===== config.mk =====
export PLATFORM = sky130hd
export DESIGN_NAME = ssp_sync_serial_port
export DESIGN_NICKNAME = d
export VERILOG_FILES = /design/src/ssp_pkg.sv /design/src/ssp_sync_serial_port.sv
export SDC_FILE = /design/constraint.sdc
export NUM_CORES = 1
export LEC_CHECK = 0
export BUFFER_PORTS_ARGS = -buffer_cell sky130_fd_sc_hd__buf_2
export CORE_UTILIZATION = 50
export CTS_BUF_LIST = sky130_fd_sc_hd__clkbuf_8
export CTS_CLUSTER_DIAMETER = 120
export DETAILED_ROUTE_END_ITERATION = 12
export PLACE_DENSITY_LB_ADDON = 0.15
export SYNTH_ARGS = -nofsm -noshare
export SYNTH_HDL_FRONTEND = slang
export SYNTH_SLANG_ARGS = --single-unit

===== constraint.sdc =====
create_clock -name clk -period 2.6 [get_ports clk]
set_input_delay 0.39 -clock clk [delete_from_list [all_inputs] [get_ports clk]]
set_output_delay 0.39 -clock clk [all_outputs]
set_load 0.02 [all_outputs]

===== src/ssp_pkg.sv =====
// Package: register map, field positions, reset values and states of the serial port
package ssp_pkg;
    // Register byte addresses on the Wishbone bus
    localparam logic [4:0] ADR_CTRL = 5'h00;
    localparam logic [4:0] ADR_BAUD = 5'h04;
    localparam logic [4:0] ADR_TXB = 5'h08;
    localparam logic [4:0] ADR_RXB = 5'h0C;
    localparam logic [4:0] ADR_STAT = 5'h10;
    localparam logic [4:0] ADR_PORT = 5'h14;
    // Control register fields
    localparam int CT_WID = 0;   // Word width minus one, four bits
    localparam int CT_MSB = 4;   // msb_first_sel
    localparam int CT_PH = 5;    // clock_phase_sel
    localparam int CT_PO = 6;    // clock_idle_level
    localparam int CT_MS = 7;    // master_select
    localparam int CT_EN = 15;   // port_enable
    // Status register fields
    localparam int ST_BSY = 0;   // busy_flag
    localparam int ST_TIR = 1;   // tx_irq_flag, write one clears
    localparam int ST_RIR = 2;   // rx_irq_flag, write one clears
    localparam int ST_TXF = 3;   // Transmit buffer holds data
    // Port register fields: latches 2:0, directions 5:3
    localparam int PT_SCLK = 0;
    localparam int PT_MOUT = 1;
    localparam int PT_MIN = 2;
    localparam int PT_DIR = 3;
    // Smallest legal width code (two bits)
    localparam logic [3:0] WID_MIN = 4'h1;
    // Reset values
    localparam logic [15:0] CTRL_RST = 16'h0000;
    localparam logic [15:0] BAUD_RST = 16'h0000;
    localparam logic [5:0] PORT_RST = 6'h07;
    localparam logic [15:0] ZERO16 = 16'h0000;
    localparam logic [4:0] K_ZERO = 5'h00;
    localparam logic [4:0] K_ONE = 5'h01;
    // Transfer engine states, Gray coded along idle, start, run
    typedef enum logic [1:0] {
        SSP_IDLE = 2'b00,
        SSP_START = 2'b01,
        SSP_RUN = 2'b11
    } ssp_state_e;
endpackage


===== src/ssp_sync_serial_port.sv =====
// Synchronous serial port: master or slave shift engine with baud generator
//
// Implementation choices: the register addresses and the Wishbone interface to the registers.
`timescale 1ns/1ns
// How it works
// - Enabled master clock idles, data holds level
// - Data line keeps last bit after frame
// - Master loads buffer, first bit on tick
// - Master samples input on opposite clock edge
// - Frame end copies shift register, sets rx flag
// - Slave drives first bit immediately on load
// - Every transfer shifts out and in together
// - Disabled port holds alternate outputs high
// - Unused alternate output stays high
// - Receiver shifts in the other line: master in for master, master out for slave
// - Reloaded buffer starts next frame without gap
// - Role handover switches mode; pin directions stay with software
// - Mode change reroutes alternate inputs and outputs
// - Baud counter: 16-bit down, half clock, gated
// - Baud read gives counter when enabled, else reload
// - Bit rate is clock over 2(reload+1)
// - Width 2..16, right aligned data buffers
// - Idle level and phase select shifting edge
// - Transfer start sets busy and tx flag
// - Bit order selects LSB or MSB first
module ssp_sync_serial_port
    import ssp_pkg::*;
(
    input wire logic clk,
    input wire logic reset,
    input wire logic [4:0] wb_adr_i,
    input wire logic [31:0] wb_dat_i,
    input wire logic [3:0] wb_sel_i,
    input wire logic wb_we_i,
    input wire logic wb_cyc_i,
    input wire logic wb_stb_i,
    output logic [31:0] wb_dat_o,
    output logic wb_ack_o,
    input wire logic shift_clock_pin_i,
    output logic shift_clock_pin_o,
    output logic shift_clock_pin_oe_n,
    input wire logic master_out_line_i,
    output logic master_out_line_o,
    output logic master_out_line_oe_n,
    input wire logic master_in_line_i,
    output logic master_in_line_o,
    output logic master_in_line_oe_n
);

    // Registers seen by software
    logic [15:0] ctrl_q, ctrl_d;        // Mode and enable
    logic [15:0] baud_q, baud_d;        // baud_reload
    logic [5:0] port_q, port_d;         // Port latches and directions
    logic [15:0] txb_q, txb_d;          // tx_buffer
    logic txf_q, txf_d;                 // tx_buffer holds data
    logic [15:0] rxb_q, rxb_d;          // rx_buffer
    logic busy_q, busy_d;               // busy_flag
    logic tir_q, tir_d;                 // tx_irq_flag
    logic rir_q, rir_d;                 // rx_irq_flag
    // Shift engine
    logic [15:0] sr_q, sr_d;            // Shift register
    logic out_q, out_d;                 // Data bit on the line
    logic clk_q, clk_d;                 // Generated shift clock
    ssp_state_e st_q, st_d;             // Engine state
    logic [4:0] k_q, k_d;               // Clock edge index in frame
    // Bus slave
    logic ack_q, ack_d;
    logic [15:0] dat_q, dat_d;
    // Baud generator
    logic half_q, half_d;               // Half clock enable
    logic [15:0] cnt_q, cnt_d;          // Down counter
    logic [15:0] hcnt_q, hcnt_d;        // Trailing edge timer
    logic arm_q, arm_d;                 // Trailing edge pending
    // Synchronisers
    logic sclk_s1, sclk_s2, sclk_s3;
    logic mo_s1, mo_s2, mi_s1, mi_s2;
    // Decoded controls
    logic en, ms, ph, po, msb;
    logic [3:0] wm1;
    logic [4:0] last;
    logic rx_in, req, wr_go;
    logic [15:0] port_m;                // Port register after a lane merge
    logic lead_tick, trail_tick;
    logic alt_sclk, alt_mout, alt_min;
    // Engine events, also watched by the checks
    logic load_ev, fend, ld_slave, edge_ev, samp;
    logic [15:0] sh;
    logic [15:0] stat;

    // Bit presented first for the chosen order
    function automatic logic first_bit(input logic [15:0] v, input logic [3:0] w,
                                       input logic m);
        return m ? v[w] : v[0];
    endfunction

    // One shift step, new bit enters at the far end of the word
    function automatic logic [15:0] shift_in(input logic [15:0] v, input logic b,
                                             input logic [3:0] w, input logic m);
        logic [15:0] r;
        r = m ? {v[14:0], b} : {1'b0, v[15:1]};
        if (!m) begin
            r[w] = b;
        end
        return r;
    endfunction

    // Byte lane merge of a bus write
    function automatic logic [15:0] merge(input logic [15:0] old, input logic [31:0] d,
                                          input logic [3:0] s);
        return {s[1] ? d[15:8] : old[15:8], s[0] ? d[7:0] : old[7:0]};
    endfunction

    // Control decode
    assign en = ctrl_q[CT_EN];
    assign ms = ctrl_q[CT_MS];
    assign ph = ctrl_q[CT_PH];
    assign po = ctrl_q[CT_PO];
    assign msb = ctrl_q[CT_MSB];
    assign wm1 = (ctrl_q[CT_WID +: 4] < WID_MIN) ? WID_MIN : ctrl_q[CT_WID +: 4];
    assign last = {wm1, 1'b1};
    // Input routed by role: master hears master in, slave hears master out
    assign rx_in = ms ? mi_s2 : mo_s2;
    assign req = wb_cyc_i & wb_stb_i & ~ack_q;
    // Writes land at the edge where the master samples ack
    assign wr_go = wb_cyc_i & wb_stb_i & wb_we_i & ack_q;
    assign port_m = merge(16'(port_q), wb_dat_i, wb_sel_i);
    assign wb_ack_o = ack_q;
    assign wb_dat_o = {ZERO16, dat_q};

    // Alternate outputs: high when disabled or unused
    assign alt_sclk = (en && ms) ? clk_q : 1'b1;
    assign alt_mout = (en && ms) ? out_q : 1'b1;
    assign alt_min = (en && !ms) ? out_q : 1'b1;
    // Pin level is latch AND alternate output
    assign shift_clock_pin_o = port_q[PT_SCLK] & alt_sclk;
    assign master_out_line_o = port_q[PT_MOUT] & alt_mout;
    assign master_in_line_o = port_q[PT_MIN] & alt_min;
    // Directions stay under software control
    assign shift_clock_pin_oe_n = ~port_q[PT_DIR + PT_SCLK];
    assign master_out_line_oe_n = ~port_q[PT_DIR + PT_MOUT];
    assign master_in_line_oe_n = ~port_q[PT_DIR + PT_MIN];

    // Pin synchronisers, two flops each, a third on the clock for edge detection
    always_ff @(posedge clk) begin
        if (reset) begin
            sclk_s1 <= 1'b0;
            sclk_s2 <= 1'b0;
            sclk_s3 <= 1'b0;
            mo_s1 <= 1'b0;
            mo_s2 <= 1'b0;
            mi_s1 <= 1'b0;
            mi_s2 <= 1'b0;
        end else begin
            sclk_s1 <= shift_clock_pin_i;
            sclk_s2 <= sclk_s1;
            sclk_s3 <= sclk_s2;
            mo_s1 <= master_out_line_i;
            mo_s2 <= mo_s1;
            mi_s1 <= master_in_line_i;
            mi_s2 <= mi_s1;
        end
    end

    // Baud ticks: leading on underflow, trailing reload+1 cycles later
    assign lead_tick = en & half_q & (cnt_q == ZERO16);
    assign trail_tick = arm_q & (hcnt_q == ZERO16);

    // Baud generator next state
    always_comb begin
        half_d = en ? ~half_q : 1'b0;
        cnt_d = cnt_q;
        hcnt_d = hcnt_q;
        arm_d = arm_q;
        if (!en) begin
            // Stopped, preloaded with the reload value
            cnt_d = baud_q;
            arm_d = 1'b0;
        end else begin
            // Counts only on the half-rate enable
            if (half_q) begin
                cnt_d = (cnt_q == ZERO16) ? baud_q : 16'(cnt_q - 16'h0001);
            end
            // Second half of the bit period
            if (lead_tick) begin
                arm_d = 1'b1;
                hcnt_d = baud_q;
            end else if (arm_q) begin
                if (hcnt_q == ZERO16) begin
                    arm_d = 1'b0;
                end else begin
                    hcnt_d = 16'(hcnt_q - 16'h0001);
                end
            end
        end
    end

    // Baud generator registers
    always_ff @(posedge clk) begin
        if (reset) begin
            half_q <= 1'b0;
            cnt_q <= BAUD_RST;
            hcnt_q <= BAUD_RST;
            arm_q <= 1'b0;
        end else begin
            half_q <= half_d;
            cnt_q <= cnt_d;
            hcnt_q <= hcnt_d;
            arm_q <= arm_d;
        end
    end

    // Status word
    always_comb begin
        stat = ZERO16;
        stat[ST_BSY] = busy_q;
        stat[ST_TIR] = tir_q;
        stat[ST_RIR] = rir_q;
        stat[ST_TXF] = txf_q;
    end

    // Bus access and shift engine next state
    always_comb begin
        ctrl_d = ctrl_q;
        baud_d = baud_q;
        port_d = port_q;
        txb_d = txb_q;
        txf_d = txf_q;
        rxb_d = rxb_q;
        busy_d = busy_q;
        tir_d = tir_q;
        rir_d = rir_q;
        sr_d = sr_q;
        out_d = out_q;
        clk_d = clk_q;
        st_d = st_q;
        k_d = k_q;
        dat_d = dat_q;
        ack_d = req;
        load_ev = 1'b0;
        fend = 1'b0;
        ld_slave = 1'b0;
        edge_ev = 1'b0;
        samp = 1'b0;
        sh = sr_q;
        // Register reads, unmapped reads give zero
        if (req) begin
            case (wb_adr_i)
                ADR_CTRL: dat_d = ctrl_q;
                ADR_BAUD: dat_d = en ? cnt_q : baud_q;
                ADR_TXB: dat_d = txb_q;
                ADR_RXB: dat_d = rxb_q;
                ADR_STAT: dat_d = stat;
                ADR_PORT: dat_d = 16'(port_q);
                default: dat_d = ZERO16;
            endcase
        end
        // Register writes, flags clear first so hardware sets win
        if (wr_go) begin
            case (wb_adr_i)
                ADR_CTRL: ctrl_d = merge(ctrl_q, wb_dat_i, wb_sel_i);
                ADR_BAUD: begin
                    if (!en) begin
                        baud_d = merge(baud_q, wb_dat_i, wb_sel_i);
                    end
                end
                ADR_PORT: port_d = port_m[5:0];
                ADR_STAT: begin
                    if (wb_sel_i[0] && wb_dat_i[ST_TIR]) begin
                        tir_d = 1'b0;
                    end
                    if (wb_sel_i[0] && wb_dat_i[ST_RIR]) begin
                        rir_d = 1'b0;
                    end
                end
                default: ;
            endcase
        end
        if (!en) begin
            // Disabled: engine parked, clock held at idle level
            st_d = SSP_IDLE;
            k_d = K_ZERO;
            clk_d = po;
            busy_d = 1'b0;
        end else begin
            // Master edges come from ticks, slave edges from the pin
            if (ms) begin
                edge_ev = (st_q == SSP_RUN) && (lead_tick || trail_tick);
            end else begin
                edge_ev = (sclk_s2 != sclk_s3) && ((st_q == SSP_RUN) || (sclk_s2 != po));
            end
            if (edge_ev) begin
                // Even edges lead; phase picks which edge samples
                samp = (~k_q[0]) == ph;
                sh = samp ? shift_in(sr_q, rx_in, wm1, msb) : sr_q;
                sr_d = sh;
                if (ms) begin
                    clk_d = ~clk_q;
                end
                // Shifting edge: next bit out, not on first or last edge
                if (!samp && (k_q != K_ZERO) && (k_q != last)) begin
                    out_d = first_bit(sh, wm1, msb);
                end
                if (k_q == last) begin
                    // Frame done: receive buffer and flag
                    fend = 1'b1;
                    rxb_d = sh;
                    rir_d = 1'b1;
                    k_d = K_ZERO;
                    if (txf_q) begin
                        // Next word already waiting: no gap
                        load_ev = 1'b1;
                        sr_d = txb_q;
                        txf_d = 1'b0;
                        tir_d = 1'b1;
                        busy_d = 1'b1;
                        if (!ms || ph) begin
                            out_d = first_bit(txb_q, wm1, msb);
                            st_d = ms ? SSP_RUN : SSP_START;
                        end else begin
                            st_d = SSP_START;
                        end
                    end else begin
                        // Line keeps the last bit
                        busy_d = 1'b0;
                        st_d = SSP_IDLE;
                    end
                end else begin
                    k_d = 5'(k_q + K_ONE);
                    st_d = SSP_RUN;
                    busy_d = 1'b1;
                end
            end else if (ms && (st_q == SSP_START) && lead_tick) begin
                // Master begins on a generator tick
                out_d = first_bit(sr_q, wm1, msb);
                st_d = SSP_RUN;
                if (!ph) begin
                    clk_d = ~clk_q;
                    k_d = K_ONE;
                end
            end else if ((st_q == SSP_IDLE) && txf_q) begin
                // Empty shift register takes the buffer
                load_ev = 1'b1;
                sr_d = txb_q;
                txf_d = 1'b0;
                tir_d = 1'b1;
                busy_d = 1'b1;
                st_d = SSP_START;
                if (!ms) begin
                    ld_slave = 1'b1;
                    out_d = first_bit(txb_q, wm1, msb);
                end
            end
        end
        // Transmit buffer write after the engine took the old word
        if (wr_go && (wb_adr_i == ADR_TXB)) begin
            txb_d = merge(txb_q, wb_dat_i, wb_sel_i);
            txf_d = 1'b1;
        end
    end

    // Bus and engine registers
    always_ff @(posedge clk) begin
        if (reset) begin
            ctrl_q <= CTRL_RST;
            baud_q <= BAUD_RST;
            port_q <= PORT_RST;
            txb_q <= ZERO16;
            txf_q <= 1'b0;
            rxb_q <= ZERO16;
            busy_q <= 1'b0;
            tir_q <= 1'b0;
            rir_q <= 1'b0;
            sr_q <= ZERO16;
            out_q <= 1'b1;
            clk_q <= 1'b0;
            st_q <= SSP_IDLE;
            k_q <= K_ZERO;
            ack_q <= 1'b0;
            dat_q <= ZERO16;
        end else begin
            ctrl_q <= ctrl_d;
            baud_q <= baud_d;
            port_q <= port_d;
            txb_q <= txb_d;
            txf_q <= txf_d;
            rxb_q <= rxb_d;
            busy_q <= busy_d;
            tir_q <= tir_d;
            rir_q <= rir_d;
            sr_q <= sr_d;
            out_q <= out_d;
            clk_q <= clk_d;
            st_q <= st_d;
            k_q <= k_d;
            ack_q <= ack_d;
            dat_q <= dat_d;
        end
    end
endmodule // ssp_sync_serial_port


Word level (Yosys, flattened, before mapping)

Index checks and enable logic that the tools add are counted.

Bits in registers: 157
Input bits: 49
Output and inout bits: 39

$add $sub $neg: 3
Magnitude comparators: 3
Equality and inequality tests: 22
Bitwise operators: 18
Mux-type cells: 90
Reduce and logical (&&, ||, !) cells: 45

Operator list:

| kind                                                   | count |
|---|---|
| two-way mux 16 bit                                     | 17 |
| one-hot mux 16 bit (6 select lines)                    | 1 |
| two-way mux 1 bit                                      | 55 |
| zero test 16 bit                                       | 2 |
| subtractor 16 x 1 -> 16 bit (second input constant)    | 2 |
| AND reduction 3 bit                                    | 8 |
| two-way mux 5 bit                                      | 4 |
| bitwise mux 16 bit                                     | 1 |
| two-way mux 2 bit                                      | 7 |
| logical AND 1 bit                                      | 13 |
| binary-select mux 1 bit (select 4 bit)                 | 3 |
| AND reduction 4 bit                                    | 3 |
| bitwise AND 1 bit                                      | 10 |
| equality test 5 x 4 -> 1 bit (second input constant)   | 2 |
| equality test 5 bit (second input constant)            | 2 |
| inequality test 3 x 1 -> 1 bit (second input constant) | 3 |
| NOT 1 bit                                              | 8 |
| AND reduction 2 bit                                    | 4 |
| nonzero test 2 bit                                     | 4 |
| inequality test 3 x 2 -> 1 bit (second input constant) | 2 |
| nonzero test 3 bit                                     | 2 |
| adder 5 x 1 -> 5 bit (second input constant)           | 1 |
| equality test 5 x 3 -> 1 bit (second input constant)   | 1 |
| equality test 5 bit                                    | 1 |
| 19 further kinds                                       | 25 |

Depth between registers and ports, before layout

Word-level depth: 19
Depth in mapped cells: 13

Worst setup path after synthesis

OpenSTA, ideal clock, no wires.

Path kind: register -> register
Start: register cnt_q[0]
End: register sr_q[4]
Required time: 2.469 ns
Setup time: 0.131 ns
Setup slack: -0.244 ns
Buffers on the path: 2
Clock period less this slack: 2.844 ns
Data arrival time: 2.714 ns
Stages on the path, launching flop included: 12
Cells stage by stage: dfxtp_1 > inv_1 > ha_1 > or4b_1 > or4b_1 > buf_2 > o211ai_4 > o211ai_1 > buf_2 > a221o_1 > nand3_2 > a21oi_2

Word-level cells in the longest chain between the ends: 8

Ends and longest elaborated chain:

| item                                                                                | RTL line                    | RTL |
|---|---|---|
| start, declared                                                                     | ssp_sync_serial_port.sv:71  | `logic [15:0] cnt_q, cnt_d;` |
| start signal, assigned                                                              | ssp_sync_serial_port.sv:206 | `cnt_q <= cnt_d;` |
| zero test 16 bit (*)                                                                | ssp_sync_serial_port.sv:165 | `assign lead_tick = en & half_q & (cnt_q == ZERO16);` |
| bitwise AND 1 bit (*)                                                               | ssp_sync_serial_port.sv:165 |  |
| logical OR 1 bit                                                                    | ssp_sync_serial_port.sv:287 | `edge_ev = (st_q == SSP_RUN) && (lead_tick \|\| trail_tick);` |
| logical AND 1 bit                                                                   | ssp_sync_serial_port.sv:287 |  |
| two-way mux 1 bit                                                                   | ssp_sync_serial_port.sv:286 | `if (ms) begin` |
| two-way mux 1 bit                                                                   | ssp_sync_serial_port.sv:278 | `if (!en) begin` |
| inequality test 2 bit (no source line) / nonzero test 2 bit (equally long branches) | n/a                         |  |
| AND reduction 3 bit (no source line)                                                | n/a                         |  |
| end signal, assigned                                                                | ssp_sync_serial_port.sv:390 | `sr_q <= sr_d;` |
| end, declared                                                                       | ssp_sync_serial_port.sv:61  | `logic [15:0] sr_q, sr_d;` |

Every way passes the cells marked *; elsewhere a longest branch is shown, timed or not. The select of a mux whose other input is x is not followed.
A chain may end at the register's enable or synchronous reset.

Worst setup path after layout

Start: register cnt_q[1]
End: register sr_q[7]

The elaborated chain is that of the path after synthesis.

==> summary.txt <==
========================================================================================================
Status .................................................................................... complete, but fails checks
Violations in the final reports ........................................................... setup timing
Number of violations of the max-capacitance limit .........................................            0
Finished Core Util ........................................................................       61.31%
Top-level port count ......................................................................           88
Final wirelength ..........................................................................     28.25 mm
Remaining number of nets flagged by the antenna check after routing .......................            0
Row Count .................................................................................           48
Clock insertion delay at the later pin of the skew report .................................       470 ps
Design Area, Final ........................................................................ 0.01057 mm^2
Crit path launch ..........................................................................     cnt_q[1]
Clock skew ................................................................................     8.897 ps
Router iterations before antenna repair ...................................................            5
Number of global-route vias before repair .................................................        8,034
DRC Markers ...............................................................................            0
Ratio of cells with drive above 1 in the final layout .....................................       22.72%
Final Setup Violations ....................................................................           38
CTS tree ..................................................................................         done
Overall Global Routing Usage ..............................................................       31.60%
Number of enable flip-flop cells after synthesis ..........................................            0
CTS buffer count ..........................................................................           17
Final Non-Filler Cells ....................................................................        1,453
Type of the tightest min-delay check ......................................................    in -> reg
Hold Buf Count CTS ........................................................................            0
Unrepaired setup endpoints after global routing ...........................................          yes
Hold path start ........................................................................... master_out_line_i
Post-placement worst setup slack ..........................................................    -184.8 ps
Leakage dissipation .......................................................................     3.762 nW
#FFs+latches synth ........................................................................          157
Slew HR ...................................................................................       43.77%
Routed wirelength normalized by instance count ............................................     19.44 um
Effective utilization at floorplan ........................................................       51.00%
Core region area .......................................................................... 0.01724 mm^2
Cell area after placement ................................................................. 0.009746 mm^2
Count of inserted antenna diode cells .....................................................            0
Gr ovfl total .............................................................................            0
Launching point of the worst reg2reg path .................................................     cnt_q[1]
Pin count of the biggest net entering global routing ......................................          129
TritonCTS Sinks ...........................................................................          157
Yosys synthesis warning count .............................................................            0
Startpoint class of the critical path .....................................................         flop
Via count .................................................................................        8,868
Layout-stage area growth over the synthesis result ........................................       20.21%
Sort of element at the end of the critical path ...........................................         flop
Data arrival time of the critical path ....................................................      3080 ps
Total Neg Setup Slack .....................................................................     -2745 ps
# placed instances ........................................................................        1,411
Worst VDD drop ............................................................................  0.0003195 V
Power density over the cells .............................................................. 432.6 mW/mm^2
Estimated wirelength of the detail-placed design ..........................................     19.71 mm
Crit-path max FO ..........................................................................            8
Average size of a mapped cell .............................................................   7.738 um^2
Die Wd ....................................................................................     134.6 um
Register-to-register setup slack ..........................................................      -150 ps
Height of the chip ........................................................................     134.6 um
Number of nets in the finished design .....................................................        1,268
Avg Vias per Cell .........................................................................        6.103
Most instantiated flip-flop cell in the synthesis netlist .................................      dfxtp_1
Post-layout minimum cycle time ............................................................      2748 ps
Worst Reg-to-Reg Cells ....................................................................           10
Syn Inst Count ............................................................................        1,136
Actual slew at the worst max-slew pin .....................................................     840.4 ps
Initial DRC count .........................................................................          939
Final Max Tran Viols ......................................................................            0
Number of antenna violations at the first check in global routing .........................            0
Hold path endpoint ........................................................................        mo_s1
WHS Path Cells ............................................................................            2
Placer Congestion .........................................................................       0.9075
Root buffer cell ..........................................................................     clkbuf_8
Async S/R FF share, synth .................................................................           0%
Buffers added on ports ....................................................................           53
Reg-to-reg endpoint .......................................................................      sr_q[7]
Number of unique standard cell types used by synthesis ....................................           80
Highest achievable clock rate .............................................................    363.9 MHz
Data required time of the worst path ......................................................      2930 ps
Wire length of the first global-routing pass ..............................................     44.68 mm
CTS HTree Levels ..........................................................................            4
Mapped cell area .......................................................................... 0.008791 mm^2
Maximum buffer depth of the clock tree ....................................................            2
Fraction of the yosys area taken by sequential cells ......................................       35.75%
Die area .................................................................................. 0.01812 mm^2
WS Path Type ..............................................................................   reg -> reg
Final worst-path cycle share ..............................................................       105.7%
Final Hold Violating Endpoints ............................................................            0
Setup slack of the critical path after layout .............................................    -147.7 ps
Post-CTS clock slew at the launch and capture registers of the worst setup and hold paths .        90 ps
========================================================================================================
[kinds of logic (layout without fill, tap and decap cells)]
family / count (synthesis) / in the layout / synth area share [%]
xor+xnor: 21 / 21 / 2.092
mux: 48 / 48 / 5.793
fa+ha+maj: 4 / 4 / 0.5693
simple gates: 464 / 464 / 25.36
compound gates: 317 / 319 / 24.01
flops: 157 / 157 / 35.75
other cells: 1 / 16 / 0.04266
buf+inv: 124 / 199 / 6.376
[per-stage QoR]
stage / total power, mW / hold slack, ps
after global placement: 2.719 / 418.2
after CTS: 4.584 / 123.6
after floorplan: 2.640 / 413.8
final: 4.572 / 132.3
after detailed placement: 2.720 / 433.9
after global routing: 4.706 / 131.6
[placed cells by master, fill, tap and decap left out, drive strengths merged, types with 18 or more instances in the layout]
| cell | count |
|---|---|
| nor2 | 163 |
| dfxtp | 157 |
| buf | 147 |
| a21oi | 110 |
| nand2 | 106 |
| o21ai | 60 |
| nor3 | 51 |
| nand3 | 47 |
| mux2i | 43 |
| a211oi | 34 |
| inv | 24 |
| clkbuf | 18 |
[cell type report]
type | instances | area [um^2]
Fill cell | 1563 | 6669
Multi-Input combinational cell | 872 | 5514
Sequential cell | 157 | 3146
Timing Repair Buffer | 147 | 1144
Tap cell | 225 | 281.5
Clock buffer | 18 | 247.7
Clock inverter | 14 | 160.2
Inverter | 20 | 75.07
[Yosys cell counts (all sizes together) (4+ instances only)]
cell type	number	share of area, %
and2	8	0.57
buf	29	2.3
a311oi	14	1.4
a211oi	34	3.1
mux2i	43	4.9
o31ai	5	0.43
a21oi	110	6.3
xor2	10	1.0
or4b	4	0.46
inv	20	0.85
or3	9	0.64
nand4b	4	0.40
or4	5	0.47
nor2	163	7.0
and3	5	0.36
o311ai	10	1.0
a211o	5	0.50
a221oi	16	1.6
clkbuf	75	3.2
nand3	47	2.8
nor3b	6	0.51
nand2b	17	1.2
a222oi	4	0.46
nand3b	4	0.34
dfxtp	157	36
ha	4	0.57
xnor2	11	1.1
or2	4	0.28
a22oi	13	1.1
nand2	106	4.6
a221o	4	0.46
o21ai	59	3.4
nor3	51	3.4
nor2b	16	1.1
nor4	6	0.43
o211ai	8	0.84
o21a	5	0.51
[report_power, final]
| group | internal (mW) | total (mW) | switching, mW |
|---|---|---|---|
| sequential | 2.42 | 2.44 | 0.0146 |
| combinational | 0.0665 | 0.232 | 0.165 |
| clock | 0.897 | 1.90 | 1.01 |
| total | 3.39 | 4.57 | 1.19 |
[registers in the layout (all words and copies together), names as in the netlist, 5 cells and up]
signal and count:
cnt_q 16, baud_q 16, port_q 6, rxb_q 16
k_q 5, hcnt_q 16, dat_q 16, ctrl_q 16
sr_q 16, txb_q 16
[per-layer routing]
| metal | up-vias | share of wire, % | track usage (%) |
|---|---|---|---|
| met2 | 330 | 46 | 49.45 |
| li1 | 4235 | - | - |
| met1 | 4243 | 46 | 44.06 |
| met3 | 60 | 6.0 | 4.992 |
| met5 | - | 0 | 0 |
| met4 | 0 | 2.7 | 11.05 |
[critical path: stages, from the launching register on]
cell,delay (ps)
dfxtp_2,330
inv_2,60
ha_4,130
or4b_4,460
or4b_4,550
o211ai_4,250
buf_6,140
and2_4,220
o21ai_4,150
a211oi_2,280
nor3_2,50
[worst max path at each step]
stage                     endpoint  cells after the start
after CTS                  sr_q[9]                     11
after global routing      rxb_q[9]                     11
after detailed placement   sr_q[5]                      9
final                      sr_q[7]                     10
after global placement    sr_q[12]                      9
after floorplan            sr_q[4]                     11
[repair_timing]
item                       4_1_cts  5_1_grt
setup buffers                    7        2
gates resized for setup         48       34
gates cloned                     4        0
setup endpoints to repair       40       53
pin swaps                       22       24
No activity file was read; power rests on OpenSTA's default activity.
